### src/rtl/vcfr_pkg.sv
// How it works
// Judge feedback every 48ms, update at end
// Always below up level: count up, max 7
// Above up, never above down: hold
// Above down, never above reset: count down
// Above reset level: force count to 1
// Valley count stays between 1 and 7
// Valley count starts at 1
// Line level input picks threshold set
// Soft-start lasts 12ms in 4 steps
// Current limit climbs 0.32V up to 1V
// Supply on: charging cell off, start switching
// Turn-on digital, turn-off from analog compare
// Valley count picks the turn-on crossing
// Crossing count 0..7, cleared at turn-on
// After suppression, turn on at count reached
// Max off time forces turn-on
// Prescalers from one clock, inputs synchronised (line_high_i is used without the synchroniser)
package vcfr_pkg;

  // ----------------------------------------------------------------
  // Timing
  // ----------------------------------------------------------------
  localparam int CLK_HZ = 10_000_000;
  localparam int CLK_MHZ = CLK_HZ / 1_000_000;
  localparam int EVAL_PERIOD_MS = 48;
  localparam int EVAL_CYCLES = EVAL_PERIOD_MS * (CLK_HZ / 1000);
  localparam int SS_TOTAL_MS = 12;
  localparam int SS_STEPS = 4;
  localparam int SS_STEP_CYCLES = SS_TOTAL_MS * (CLK_HZ / 1000) / SS_STEPS;
  // Off-time limits, longest times round down
  localparam int MAX_OFF_US = 50;
  localparam int MAX_OFF_CYCLES = MAX_OFF_US * CLK_MHZ;
  // Ringing suppression, least times round up
  localparam int RING_LONG_NS = 3000;
  localparam int RING_SHORT_NS = 1000;
  localparam int RING_LONG_CYCLES = (RING_LONG_NS * CLK_MHZ + 999) / 1000;
  localparam int RING_SHORT_CYCLES = (RING_SHORT_NS * CLK_MHZ + 999) / 1000;

  // ----------------------------------------------------------------
  // Counters and current limit levels (mV)
  // ----------------------------------------------------------------
  localparam logic [2:0] VALLEY_MIN = 3'h1;
  localparam logic [2:0] VALLEY_MAX = 3'h7;
  localparam logic [2:0] CROSS_MAX = 3'h7;
  localparam logic [2:0] SS_LAST_LEVEL = 3'h4;
  localparam logic [9:0] LIM_START_MV = 10'h140;
  localparam logic [9:0] LIM_END_MV = 10'h3e8;
  localparam logic [9:0] LIM_STEP_MV = (LIM_END_MV - LIM_START_MV) / 10'h4;

  // ----------------------------------------------------------------
  // Register map and fields
  // ----------------------------------------------------------------
  localparam logic [7:0] OFS_CTRL = 8'h00;
  localparam logic [7:0] OFS_STATUS = 8'h04;
  localparam logic [7:0] OFS_LIMIT = 8'h08;
  localparam logic [31:0] CTRL_RST = 32'h0000_0001;
  localparam int CTRL_EN_BIT = 0;
  localparam int ST_VALLEY_LSB = 0;
  localparam int ST_CROSS_LSB = 4;
  localparam int ST_LEVEL_LSB = 8;
  localparam int ST_SSDONE_BIT = 12;
  localparam int ST_RUN_BIT = 13;
  localparam int ST_GATE_BIT = 14;
  localparam int ST_CHARGE_BIT = 15;
  localparam logic [1:0] RESP_OKAY = 2'h0;
  localparam logic [1:0] RESP_SLVERR = 2'h2;

  // Synchronised input vector positions
  localparam int IN_W = 9;
  localparam int IN_SUPPLY = 0;
  localparam int IN_VALLEY = 1;
  localparam int IN_RING_SLOW = 2;
  localparam int IN_UP_LO = 3;
  localparam int IN_UP_HI = 4;
  localparam int IN_DN_LO = 5;
  localparam int IN_DN_HI = 6;
  localparam int IN_RESET = 7;
  localparam int IN_OFF = 8;

  // ----------------------------------------------------------------
  // Switching state
  // ----------------------------------------------------------------
  typedef enum logic [1:0] {
    ST_CHARGE = 2'b00,
    ST_ON = 2'b01,
    ST_SUPPRESS = 2'b10,
    ST_WAIT = 2'b11
  } vcfr_state_t;

endpackage : vcfr_pkg

### src/rtl/vcfr_sync.sv
`timescale 1ns/1ns
module vcfr_sync #(
  parameter int W = 1
) (
  // Clock and reset
  input wire logic mclk_i,
  input wire logic rst_n_i,
  // Data
  input wire logic [W-1:0] d_i,
  output logic [W-1:0] q_o
);

  // ----------------------------------------------------------------
  // Two-flop synchroniser per bit
  // ----------------------------------------------------------------
  genvar g;
  generate
    for (g = 0; g < W; g++) begin : g_bit
      logic meta;
      // First flop is read only by the second
      always_ff @(posedge mclk_i) begin
        if (!rst_n_i) begin
          meta <= 1'b0;
          q_o[g] <= 1'b0;
        end else begin
          meta <= d_i[g];
          q_o[g] <= meta;
        end
      end
    end
  endgenerate

endmodule : vcfr_sync

### src/rtl/vcfr_top.sv
// Chosen here: the register offsets and the AXI4-Lite register port.
`timescale 1ns/1ns
module vcfr_top #(
  parameter int EVAL_CYCLES = vcfr_pkg::EVAL_CYCLES,
  parameter int SS_STEP_CYCLES = vcfr_pkg::SS_STEP_CYCLES,
  parameter int MAX_OFF_CYCLES = vcfr_pkg::MAX_OFF_CYCLES,
  parameter int RING_LONG_CYCLES = vcfr_pkg::RING_LONG_CYCLES,
  parameter int RING_SHORT_CYCLES = vcfr_pkg::RING_SHORT_CYCLES
) (
  // Clock and reset
  input wire logic mclk_i,
  input wire logic rst_n_i,
  // AXI4-Lite write address
  input wire logic [7:0] s_axi_awaddr,
  input wire logic s_axi_awvalid,
  output logic s_axi_awready,
  // AXI4-Lite write data
  input wire logic [31:0] s_axi_wdata,
  input wire logic [3:0] s_axi_wstrb,
  input wire logic s_axi_wvalid,
  output logic s_axi_wready,
  // AXI4-Lite write response
  output logic [1:0] s_axi_bresp,
  output logic s_axi_bvalid,
  input wire logic s_axi_bready,
  // AXI4-Lite read address
  input wire logic [7:0] s_axi_araddr,
  input wire logic s_axi_arvalid,
  output logic s_axi_arready,
  // AXI4-Lite read data
  output logic [31:0] s_axi_rdata,
  output logic [1:0] s_axi_rresp,
  output logic s_axi_rvalid,
  input wire logic s_axi_rready,
  // Analog comparators
  input wire logic supply_above_turn_on_i,
  input wire logic valley_detect_input_i,
  input wire logic ring_slow_sel_i,
  input wire logic line_high_i,
  input wire logic [1:0] feedback_level_above_up_i,
  input wire logic [1:0] feedback_level_above_down_i,
  input wire logic feedback_level_above_reset_i,
  input wire logic switch_off_i,
  // Gate driver, start-up cell, current limit
  output logic gate_drive_o,
  output logic charge_cell_en_o,
  output logic [9:0] cs_limit_mv_o,
  output logic [2:0] valley_count_o
);
  import vcfr_pkg::*;

  localparam int EVAL_W = $clog2(EVAL_CYCLES + 1);
  localparam int SS_W = $clog2(SS_STEP_CYCLES + 1);
  localparam int OFF_W = $clog2(MAX_OFF_CYCLES + RING_LONG_CYCLES + 1);

  // ----------------------------------------------------------------
  // Input synchronisation
  // ----------------------------------------------------------------
  logic [IN_W-1:0] raw_in;
  logic [IN_W-1:0] syn;

  // Line level chooses which comparator pair is meaningful
  assign raw_in = {switch_off_i, feedback_level_above_reset_i,
                   feedback_level_above_down_i, feedback_level_above_up_i,
                   ring_slow_sel_i, valley_detect_input_i, supply_above_turn_on_i};

  vcfr_sync #(.W(IN_W)) u_sync (
    .mclk_i(mclk_i),
    .rst_n_i(rst_n_i),
    .d_i(raw_in),
    .q_o(syn)
  );

  logic supply_ok;
  logic above_up;
  logic above_down;
  logic above_reset;
  logic valley_prev;
  logic valley_fall;

  assign supply_ok = syn[IN_SUPPLY];
  assign above_up = line_high_i ? syn[IN_UP_HI] : syn[IN_UP_LO];
  assign above_down = line_high_i ? syn[IN_DN_HI] : syn[IN_DN_LO];
  assign above_reset = syn[IN_RESET];

  // Falling edge of the crossing comparator, taken after the synchroniser
  always_ff @(posedge mclk_i) begin
    if (!rst_n_i) begin
      valley_prev <= 1'b0;
    end else begin
      valley_prev <= syn[IN_VALLEY];
    end
  end
  assign valley_fall = valley_prev && !syn[IN_VALLEY];

  // ----------------------------------------------------------------
  // Registers
  // ----------------------------------------------------------------
  logic [31:0] ctrl;
  logic switch_en;
  logic aw_held;
  logic w_held;
  logic [7:0] aw_addr;
  logic [31:0] w_data;
  logic [3:0] w_strb;
  logic do_write;

  assign switch_en = ctrl[CTRL_EN_BIT];
  assign s_axi_awready = !aw_held && !s_axi_bvalid;
  assign s_axi_wready = !w_held && !s_axi_bvalid;
  assign do_write = aw_held && w_held && !s_axi_bvalid;

  // Address and data are taken in either order
  always_ff @(posedge mclk_i) begin
    if (!rst_n_i) begin
      aw_held <= 1'b0;
      w_held <= 1'b0;
      aw_addr <= 8'h00;
      w_data <= 32'h0000_0000;
      w_strb <= 4'h0;
    end else begin
      if (s_axi_awvalid && s_axi_awready) begin
        aw_held <= 1'b1;
        aw_addr <= s_axi_awaddr;
      end else if (do_write) begin
        aw_held <= 1'b0;
      end
      if (s_axi_wvalid && s_axi_wready) begin
        w_held <= 1'b1;
        w_data <= s_axi_wdata;
        w_strb <= s_axi_wstrb;
      end else if (do_write) begin
        w_held <= 1'b0;
      end
    end
  end

  // Write commit and response; only the control word is writable
  always_ff @(posedge mclk_i) begin
    if (!rst_n_i) begin
      ctrl <= CTRL_RST;
      s_axi_bvalid <= 1'b0;
      s_axi_bresp <= RESP_OKAY;
    end else if (do_write) begin
      s_axi_bvalid <= 1'b1;
      if (aw_addr[7:2] == OFS_CTRL[7:2]) begin
        s_axi_bresp <= RESP_OKAY;
        if (w_strb[0]) begin
          ctrl[CTRL_EN_BIT] <= w_data[CTRL_EN_BIT];
        end
      end else if (aw_addr[7:2] == OFS_STATUS[7:2] || aw_addr[7:2] == OFS_LIMIT[7:2]) begin
        s_axi_bresp <= RESP_OKAY; // Read-only, write ignored
      end else begin
        s_axi_bresp <= RESP_SLVERR;
      end
    end else if (s_axi_bready) begin
      s_axi_bvalid <= 1'b0;
    end
  end

  // ----------------------------------------------------------------
  // Switching state machine
  // ----------------------------------------------------------------
  vcfr_state_t state;
  vcfr_state_t next_state;
  logic [OFF_W-1:0] off_timer;
  logic [2:0] cross_count;
  logic [2:0] valley;
  logic [OFF_W-1:0] ring_end;
  logic off_max;
  logic ring_done;
  logic running;

  assign running = (state != ST_CHARGE);
  assign ring_end = syn[IN_RING_SLOW] ? OFF_W'(RING_LONG_CYCLES - 1)
                                      : OFF_W'(RING_SHORT_CYCLES - 1);
  assign ring_done = off_timer >= ring_end;
  assign off_max = off_timer >= OFF_W'(MAX_OFF_CYCLES - 1);

  // Turn-off is the analog compare; turn-on is decided here
  always_comb begin
    next_state = state;
    unique case (state)
      ST_CHARGE: begin
        if (supply_ok) begin
          next_state = ST_SUPPRESS;
        end
      end
      ST_SUPPRESS: begin
        if (switch_en && off_max) begin
          next_state = ST_ON;
        end else if (ring_done) begin
          next_state = ST_WAIT;
        end
      end
      ST_WAIT: begin
        if (switch_en && (off_max || cross_count >= valley)) begin
          next_state = ST_ON;
        end
      end
      ST_ON: begin
        if (syn[IN_OFF] || !switch_en) begin
          next_state = ST_SUPPRESS;
        end
      end
    endcase
    if (!supply_ok) begin
      next_state = ST_CHARGE;
    end
  end

  // State, gate and charging cell all registered
  always_ff @(posedge mclk_i) begin
    if (!rst_n_i) begin
      state <= ST_CHARGE;
      gate_drive_o <= 1'b0;
      charge_cell_en_o <= 1'b1;
    end else begin
      state <= next_state;
      gate_drive_o <= (next_state == ST_ON);
      charge_cell_en_o <= (next_state == ST_CHARGE);
    end
  end

  // Off-time timer, saturating so a long stall cannot wrap
  always_ff @(posedge mclk_i) begin
    if (!rst_n_i) begin
      off_timer <= '0;
    end else if (state == ST_ON || state == ST_CHARGE) begin
      off_timer <= '0;
    end else if (!off_max) begin
      off_timer <= off_timer + OFF_W'(1);
    end
  end

  // Crossing counter, counts only while the switch is off
  always_ff @(posedge mclk_i) begin
    if (!rst_n_i) begin
      cross_count <= '0;
    end else if (state == ST_ON || state == ST_CHARGE) begin
      cross_count <= '0;
    end else if (valley_fall && cross_count != CROSS_MAX) begin
      cross_count <= cross_count + 3'h1;
    end
  end

  // ----------------------------------------------------------------
  // Valley count update
  // ----------------------------------------------------------------
  logic [EVAL_W-1:0] eval_cnt;
  logic eval_end;
  logic seen_up;
  logic seen_down;
  logic seen_up_now;
  logic seen_down_now;

  assign eval_end = running && (eval_cnt == EVAL_W'(EVAL_CYCLES - 1));
  assign seen_up_now = seen_up || above_up;
  assign seen_down_now = seen_down || above_down;

  // Evaluation prescaler from the main clock
  always_ff @(posedge mclk_i) begin
    if (!rst_n_i || !running) begin
      eval_cnt <= '0;
    end else if (eval_end) begin
      eval_cnt <= '0;
    end else begin
      eval_cnt <= eval_cnt + EVAL_W'(1);
    end
  end

  // Threshold history; the sample at the boundary opens the next period
  always_ff @(posedge mclk_i) begin
    if (!rst_n_i || !running) begin
      seen_up <= 1'b0;
      seen_down <= 1'b0;
    end else if (eval_end) begin
      seen_up <= above_up;
      seen_down <= above_down;
    end else begin
      seen_up <= seen_up_now;
      seen_down <= seen_down_now;
    end
  end

  // Reset level acts at once, not at the boundary, for fast load steps
  always_ff @(posedge mclk_i) begin
    if (!rst_n_i || !running) begin
      valley <= VALLEY_MIN;
    end else if (above_reset) begin
      valley <= VALLEY_MIN;
    end else if (eval_end) begin
      if (seen_down_now) begin
        if (valley != VALLEY_MIN) begin
          valley <= valley - 3'h1;
        end
      end else if (!seen_up_now) begin
        if (valley != VALLEY_MAX) begin
          valley <= valley + 3'h1;
        end
      end else begin
        valley <= valley;
      end
    end
  end
  assign valley_count_o = valley;

  // ----------------------------------------------------------------
  // Soft-start
  // ----------------------------------------------------------------
  logic [SS_W-1:0] ss_cnt;
  logic [2:0] ss_level;
  logic ss_done;

  assign ss_done = (ss_level == SS_LAST_LEVEL);

  // Step prescaler; level 4 is the final 1V limit
  always_ff @(posedge mclk_i) begin
    if (!rst_n_i || !running) begin
      ss_cnt <= '0;
      ss_level <= 3'h0;
    end else if (!ss_done) begin
      if (ss_cnt == SS_W'(SS_STEP_CYCLES - 1)) begin
        ss_cnt <= '0;
        ss_level <= ss_level + 3'h1;
      end else begin
        ss_cnt <= ss_cnt + SS_W'(1);
      end
    end
  end

  // Limit code to the current-sense comparator reference
  always_ff @(posedge mclk_i) begin
    if (!rst_n_i) begin
      cs_limit_mv_o <= LIM_START_MV;
    end else begin
      cs_limit_mv_o <= LIM_START_MV + LIM_STEP_MV * {7'h00, ss_level};
    end
  end

  // ----------------------------------------------------------------
  // Register reads
  // ----------------------------------------------------------------
  logic [31:0] status_word;

  always_comb begin
    status_word = 32'h0000_0000;
    status_word[ST_VALLEY_LSB +: 3] = valley;
    status_word[ST_CROSS_LSB +: 3] = cross_count;
    status_word[ST_LEVEL_LSB +: 3] = ss_level;
    status_word[ST_SSDONE_BIT] = ss_done;
    status_word[ST_RUN_BIT] = running;
    status_word[ST_GATE_BIT] = gate_drive_o;
    status_word[ST_CHARGE_BIT] = charge_cell_en_o;
  end

  assign s_axi_arready = !s_axi_rvalid;

  // One read in flight; unmapped addresses answer SLVERR with zero data
  always_ff @(posedge mclk_i) begin
    if (!rst_n_i) begin
      s_axi_rvalid <= 1'b0;
      s_axi_rdata <= 32'h0000_0000;
      s_axi_rresp <= RESP_OKAY;
    end else if (s_axi_arvalid && s_axi_arready) begin
      s_axi_rvalid <= 1'b1;
      s_axi_rresp <= RESP_OKAY;
      if (s_axi_araddr[7:2] == OFS_CTRL[7:2]) begin
        s_axi_rdata <= ctrl;
      end else if (s_axi_araddr[7:2] == OFS_STATUS[7:2]) begin
        s_axi_rdata <= status_word;
      end else if (s_axi_araddr[7:2] == OFS_LIMIT[7:2]) begin
        s_axi_rdata <= {22'h000000, cs_limit_mv_o};
      end else begin
        s_axi_rdata <= 32'h0000_0000;
        s_axi_rresp <= RESP_SLVERR;
      end
    end else if (s_axi_rready) begin
      s_axi_rvalid <= 1'b0;
    end
  end

endmodule : vcfr_top
### config.mk
export PLATFORM = sky130hd
export DESIGN_NAME = vcfr_top
export DESIGN_NICKNAME = d
export VERILOG_FILES = /design/src/rtl/vcfr_pkg.sv /design/src/rtl/vcfr_sync.sv /design/src/rtl/vcfr_top.sv
export SDC_FILE = /design/constraint.sdc
export NUM_CORES = 1
export LEC_CHECK = 0
export BUFFER_PORTS_ARGS = -buffer_cell sky130_fd_sc_hd__buf_2
export CAP_MARGIN = 30
export CORE_ASPECT_RATIO = 0.75
export CORE_UTILIZATION = 30
export DETAILED_ROUTE_END_ITERATION = 16
export PLACE_DENSITY_LB_ADDON = 0.2
export SLEW_MARGIN = 10
export SYNTH_ARGS = -nofsm -noshare
export SYNTH_HDL_FRONTEND = slang
export SYNTH_SLANG_ARGS = --single-unit
### constraint.sdc
create_clock -name mclk_i -period 2.05 [get_ports mclk_i]
set_clock_uncertainty 0.2 [all_clocks]
set_input_delay 0 -clock mclk_i [delete_from_list [all_inputs] [get_ports mclk_i]]
set_output_delay 0 -clock mclk_i [all_outputs]
set_load 0.01 [all_outputs]
# [Word-level counts from Yosys, hierarchy flattened]
# Cells that the tools add are included.
# Widths: inputs -> output; s select.
[classes] addsub=8 n_mul=1 n_div=0 magnitude_cmp=3 eq_ne=16 shift=0 muxes=31 bitwise_logic=2 reduce_logical=43
[op_table] cell="$mux 16" count=2
[op_table] cell="$mux 2" count=10
[op_table] cell="$add 19x1->19 const B" count=1
[op_table] cell="$eq 19x19->1 const B" count=1
[op_table] cell="$add 15x1->15 const B" count=1
[op_table] cell="$eq 15x15->1 const B" count=1
[op_table] cell="$mux 15" count=1
[op_table] cell="$eq 6x1->1 const B" count=2
[op_table] cell="$eq 6x2->1 const B" count=2
[op_table] cell="$logic_and 1x1->1" count=12
[op_table] cell="$logic_not 6->1" count=2
[op_table] cell="$mux 3" count=4
[op_table] cell="$reduce_bool 2->1" count=6
[op_table] cell="$mux 1" count=11
[op_table] cell="$add 10x1->10 const B" count=1
[op_table] cell="$add 9x10->10 const A" count=1
[op_table] cell="$ge 10x5->1" count=1
[op_table] cell="$ge 10x9->1 const B" count=1
[op_table] cell="$mux 10" count=1
[op_table] cell="$add 3x1->3 const B" count=3
[op_table] cell="$mul 7x3->9 const A" count=1
[op_table] cell="$logic_not 1->1" count=8
[op_table] cell="$pmux 2 s4" count=1
[op_table] cell="$logic_or 1x1->1" count=7
[op_table] cell="15 further kinds" count=23
[word_totals] ff_bits=139 latch_bits=0 ramBits=0 romBits=0 output_inout_bits=56 word_cells=146 memories=0

# [Depth between registers and ports, before layout]
[depth] depth_word=7 ltp_mapped=9 ltp_nobuf=8

# [Hierarchy]
# From an unflattened synthesis, not the netlist that was laid out.
[hier_totals] hier_cells=550 hier_area_um2=5073.6
[by_module_without_submodules] mod="vcfr_top" instances=1 cells_each=513 area_each_um2=4571.9
[by_module_without_submodules] mod="vcfr_sync" instances=1 cells_each=37 area_each_um2=501.7

# [Least setup slack after synthesis]
# No wires, ideal clock.
[synth_path] kind="register to register" from="register ss_level[0]" to="register ss_cnt[10]" arrival_time_ns=1.887 required_time_ns=1.733 slack_ns=-0.155 stages_incl_launch_ff=10 n_path_buf=2 cell_sequence="dfxtp_1 -> inv_1 -> ha_1 -> a21boi_2 -> nand3_1 -> or3_1 -> clkbuf_1 -> nand2_1 -> buf_2 -> nor2_1"
[synth_between] elab_chain_len=1
[synth_lines] element="start, declared" line="vcfr_top.sv:312" text="logic [2:0] ss_level;"
[synth_lines] element="start signal, assigned" line="vcfr_top.sv:325" text="ss_level <= ss_level + 3'h1;"
[synth_lines] element="$eq 3x3->1" line="vcfr_top.sv:315" text="assign ss_done = (ss_level == SS_LAST_LEVEL);"
[synth_lines] element="end signal, assigned" line="vcfr_top.sv:327" text="ss_cnt <= ss_cnt + SS_W'(1);"
[synth_lines] element="end, declared" line="vcfr_top.sv:311" text="logic [SS_W-1:0] ss_cnt;"
# No other way between the ends.
# A chain may end at the register's enable or synchronous reset.

# [Final worst setup path]
[layout_path] from="register eval_cnt[11]" to="register valley[2], in the netlist valley_count_o[2]"
[layout_between] elab_chain_len=3
[layout_lines] element="start, declared" line="vcfr_top.sv:250" text="logic [EVAL_W-1:0] eval_cnt;"
[layout_lines] element="start signal, assigned" line="vcfr_top.sv:268" text="eval_cnt <= eval_cnt + EVAL_W'(1);"
[layout_lines] element="$eq 19x19->1" line="vcfr_top.sv:257" text="assign eval_end = running && (eval_cnt == EVAL_W'(EVAL_CYCLES - 1));"
[layout_lines] element="$logic_and 1x1->1" line="vcfr_top.sv:257"
[layout_lines] element="$reduce_and 4->1 (no source line)"
[layout_lines] element="end signal, assigned" line="vcfr_top.sv:295" text="valley <= valley - 3'h1;"
[layout_lines] element="end signal, assigned" line="vcfr_top.sv:299" text="valley <= valley + 3'h1;"
[layout_lines] element="end signal, assigned" line="vcfr_top.sv:302" text="valley <= valley;"
[layout_lines] element="end, declared" line="vcfr_top.sv:168" text="logic [2:0] valley;"
# No other way between the ends.

==> qor.yml <==
synth_compound_area_share_pct: 6.92
syn-cell-area_um2: 5120
io_pins: 125
max_freq_mhz: 501
drt_first_pass_iters: 12
setup.worst_path.start_class: "flip-flop"
synth_top_family_by_area: "simple AND/OR/NAND/NOR gates"
worst-setup-path-type: "flip-flop to flip-flop"
finalSetupTns_ns: 0
ant_nets: 0
wl_per_cell_um: 12.8
num_rows: 40
leakagePower_nw: 2.86
hold_violations: 0
finalCriticalPeriod_ns: 2.00
synth_top_area_share_pct: 45.8
root_buffer: "clkbuf_16"
yosysMostFrequentCell: "dfxtp_1"
clock_path_buffers: 2
drc: 3
track_usage_pct: 14.1
synthMuxAreaShare_pct: 2.96
first_global_vias: 3992
finalNonFillerCells: 917
yosys-top-cells-area: "dfxtp_1 46%, nor2_1 5.9%, ha_1 5.6%"
slew_viol_final: 0
synth-seq-area-share_pct: 45.8
syn-mean-instance-area_um2: 9.27
synthArstFlopShare_pct: 0
yosys-top-cells-count: "117 x dfxtp_1, 81 x nor2_1, 39 x nand2_1, 31 x and2_1, 31 x xnor2_1"
peakVddDrop_mv: 0.570
tightest_slew_ns: 0.535
yosys_register_bits: 117
slew_headroom_pct: 64.3
htreeDepth: 4
clock-sinks: 117
num_vias: 4134
avgViaCountPerCell: 4.51
finalCoreUtilization_pct: 42.5
dpl.hpwl_mm: 8.15
antenna_found_initial: 0
die_width_um: 153
drive_gt1_share_pct: 23.8
grt_pass1_wl_mm: 19.4
syn_to_final_growth_pct: 35.9
synth-simple-area-share_pct: 24.7
die_area_um2: 17600
clkTransAtPathRegs_ns: 0.05
yosysUniqueCellTypes: 55
hold_path.class: "input pin to flip-flop"
tritoncts: "done"
start_util_pct: 31.3
worstPathRequired_ns: 2.20
clk_latency_ns: 0.41
synth_top_cell_by_area: "dfxtp_1"
synth_edf_count: 0
yosys_warnings: 0
diodes: 0
cp_max_fo: 4
rsz0062_at_grt: "true"
place_ws_ns: -0.00724
synthFlopType: "dfxtp_1"
drv_cap: 0
drt-total-wl_mm: 11.7
numPortBuffers: 66
synth_cells: 552
power_density_nw_per_um2: 793
cts_buffers: 17
layout.nets: 787
chipHeight_um: 115
endpoint_kind: "flip-flop"
core_region_area_um2: 16400
synth_xor_area_share_pct: 8.04
first_iter_violations: 194
setup_viol: 0
violations: "DRC"
arrival_ns: 2.15
setup_ws_ns: 0.0548
dp_cells: 849
grt_max_degree: 40
whs_ns: 0.0214
grt.overflow.total: 0
status: "finished, violations left"
timing.final.crit_share_pct: 97.3
synth_adder_area_share_pct: 5.62
globalplace.congestion: 0.825
==> worst paths after layout <==
check / slack [ns] / from / cells after the start / endpoint
worst max-delay path: 0.05 / eval_cnt[11]$_SDFF_PP0_ / 5 / valley_count_o[2]$_SDFFE_PP0P_
worst min register to register: 0.23 / u_sync.g_bit[5].meta$_SDFF_PN0_ / 1 / u_sync.q_o[5]$_SDFF_PN0_
worst min-delay path: 0.02 / s_axi_awvalid / 4 / aw_held$_SDFFE_PN0P_
worst max register to register: 0.05 / eval_cnt[11]$_SDFF_PP0_ / 5 / valley_count_o[2]$_SDFFE_PP0P_
==> kinds of logic after synthesis <==
group | Yosys count
multiplexers | 15
adder cells (fa/ha/maj) | 23
other | 1
buffers and inverters | 58
flip-flops | 117
AO/OA/AOI/OAI | 50
AND/OR/NAND/NOR | 241
XOR/XNOR | 47
==> stage by stage <==
| step | instance area [um^2] | power, mW |
|---|---|---|
| 4_1_cts | 6850 | 5.59 |
| 3_5_place_dp | 5910 | 2.66 |
| 6_report | 6960 | 5.51 |
| 5_1_grt | 6960 | 5.76 |
| 3_3_place_gp | 5910 | 2.65 |
| 2_1_floorplan | 5200 | 2.58 |
==> critical path, cell delays in order, from the launching register on <==
cell and delay [ns]:
dfxtp_2 0.33, or4b_4 0.54, nor4_4 0.32, nand4b_4 0.17, a2111o_1 0.31, nand2_1 0.07
==> report_power, final <==
part / leakage, nW / switching (mW) / internal [mW]
combinational: 1.64 / 0.152 / 0.160
sequential: 0.953 / 0.0258 / 2.33
clock: 0.263 / 1.04 / 1.81
==> state kept, by name, indices dropped and copies added (netlist names), 2 cells and up <==
| signal | flops |
|---|---|
| cross_count | 3 |
| u_sync.g_bit.meta | 9 |
| valley_count_o | 3 |
| cs_limit_mv_o | 9 |
| ss_cnt | 15 |
| off_timer | 10 |
| ss_level | 3 |
| s_axi_rdata | 15 |
| u_sync.q_o | 9 |
| aw_addr | 6 |
| eval_cnt | 19 |
| state | 2 |
==> placed cells by master (no fill, tap or decap), types with 20 or more instances in the layout <==
master and instances:
conb_1 20, nor2_1 81, buf_4 36, dfxtp_1 113, xnor2_1 30, nand2_1 38
dlygate4sd3_1 35, inv_1 21, nand3_1 20, and2_1 31, buf_2 66
==> what timing repair did <==
item	CTS	global route
gates resized for setup	5	17
setup endpoints to repair	4	35
buffers inserted	0	2
hold buffers	35	0
endpoints found under the hold margin	57	0
pin swaps	2	11
==> area by class of cell <==
cell class              count  area [um^2]
well taps                 210          263
fillers                  1608         9410
clock inverters            12          133
flip-flops and latches    117         2350
inverters                  22         82.6
multi-input cells         396         2660
clock buffers              19          443
repair buffers            141         1030
==> routing by layer <==
metal / share of wire (%) / track usage, % / vias to the layer above
li1: - / - / 2105
met1: 50 / 17.8 / 1960
met2: 46 / 22.5 / 60
met3: 3.7 / 4.71 / 9
met4: 1.1 / 5.45 / 0
met5: 0 / 0 / -
Power figures use the tool's default switching activity.
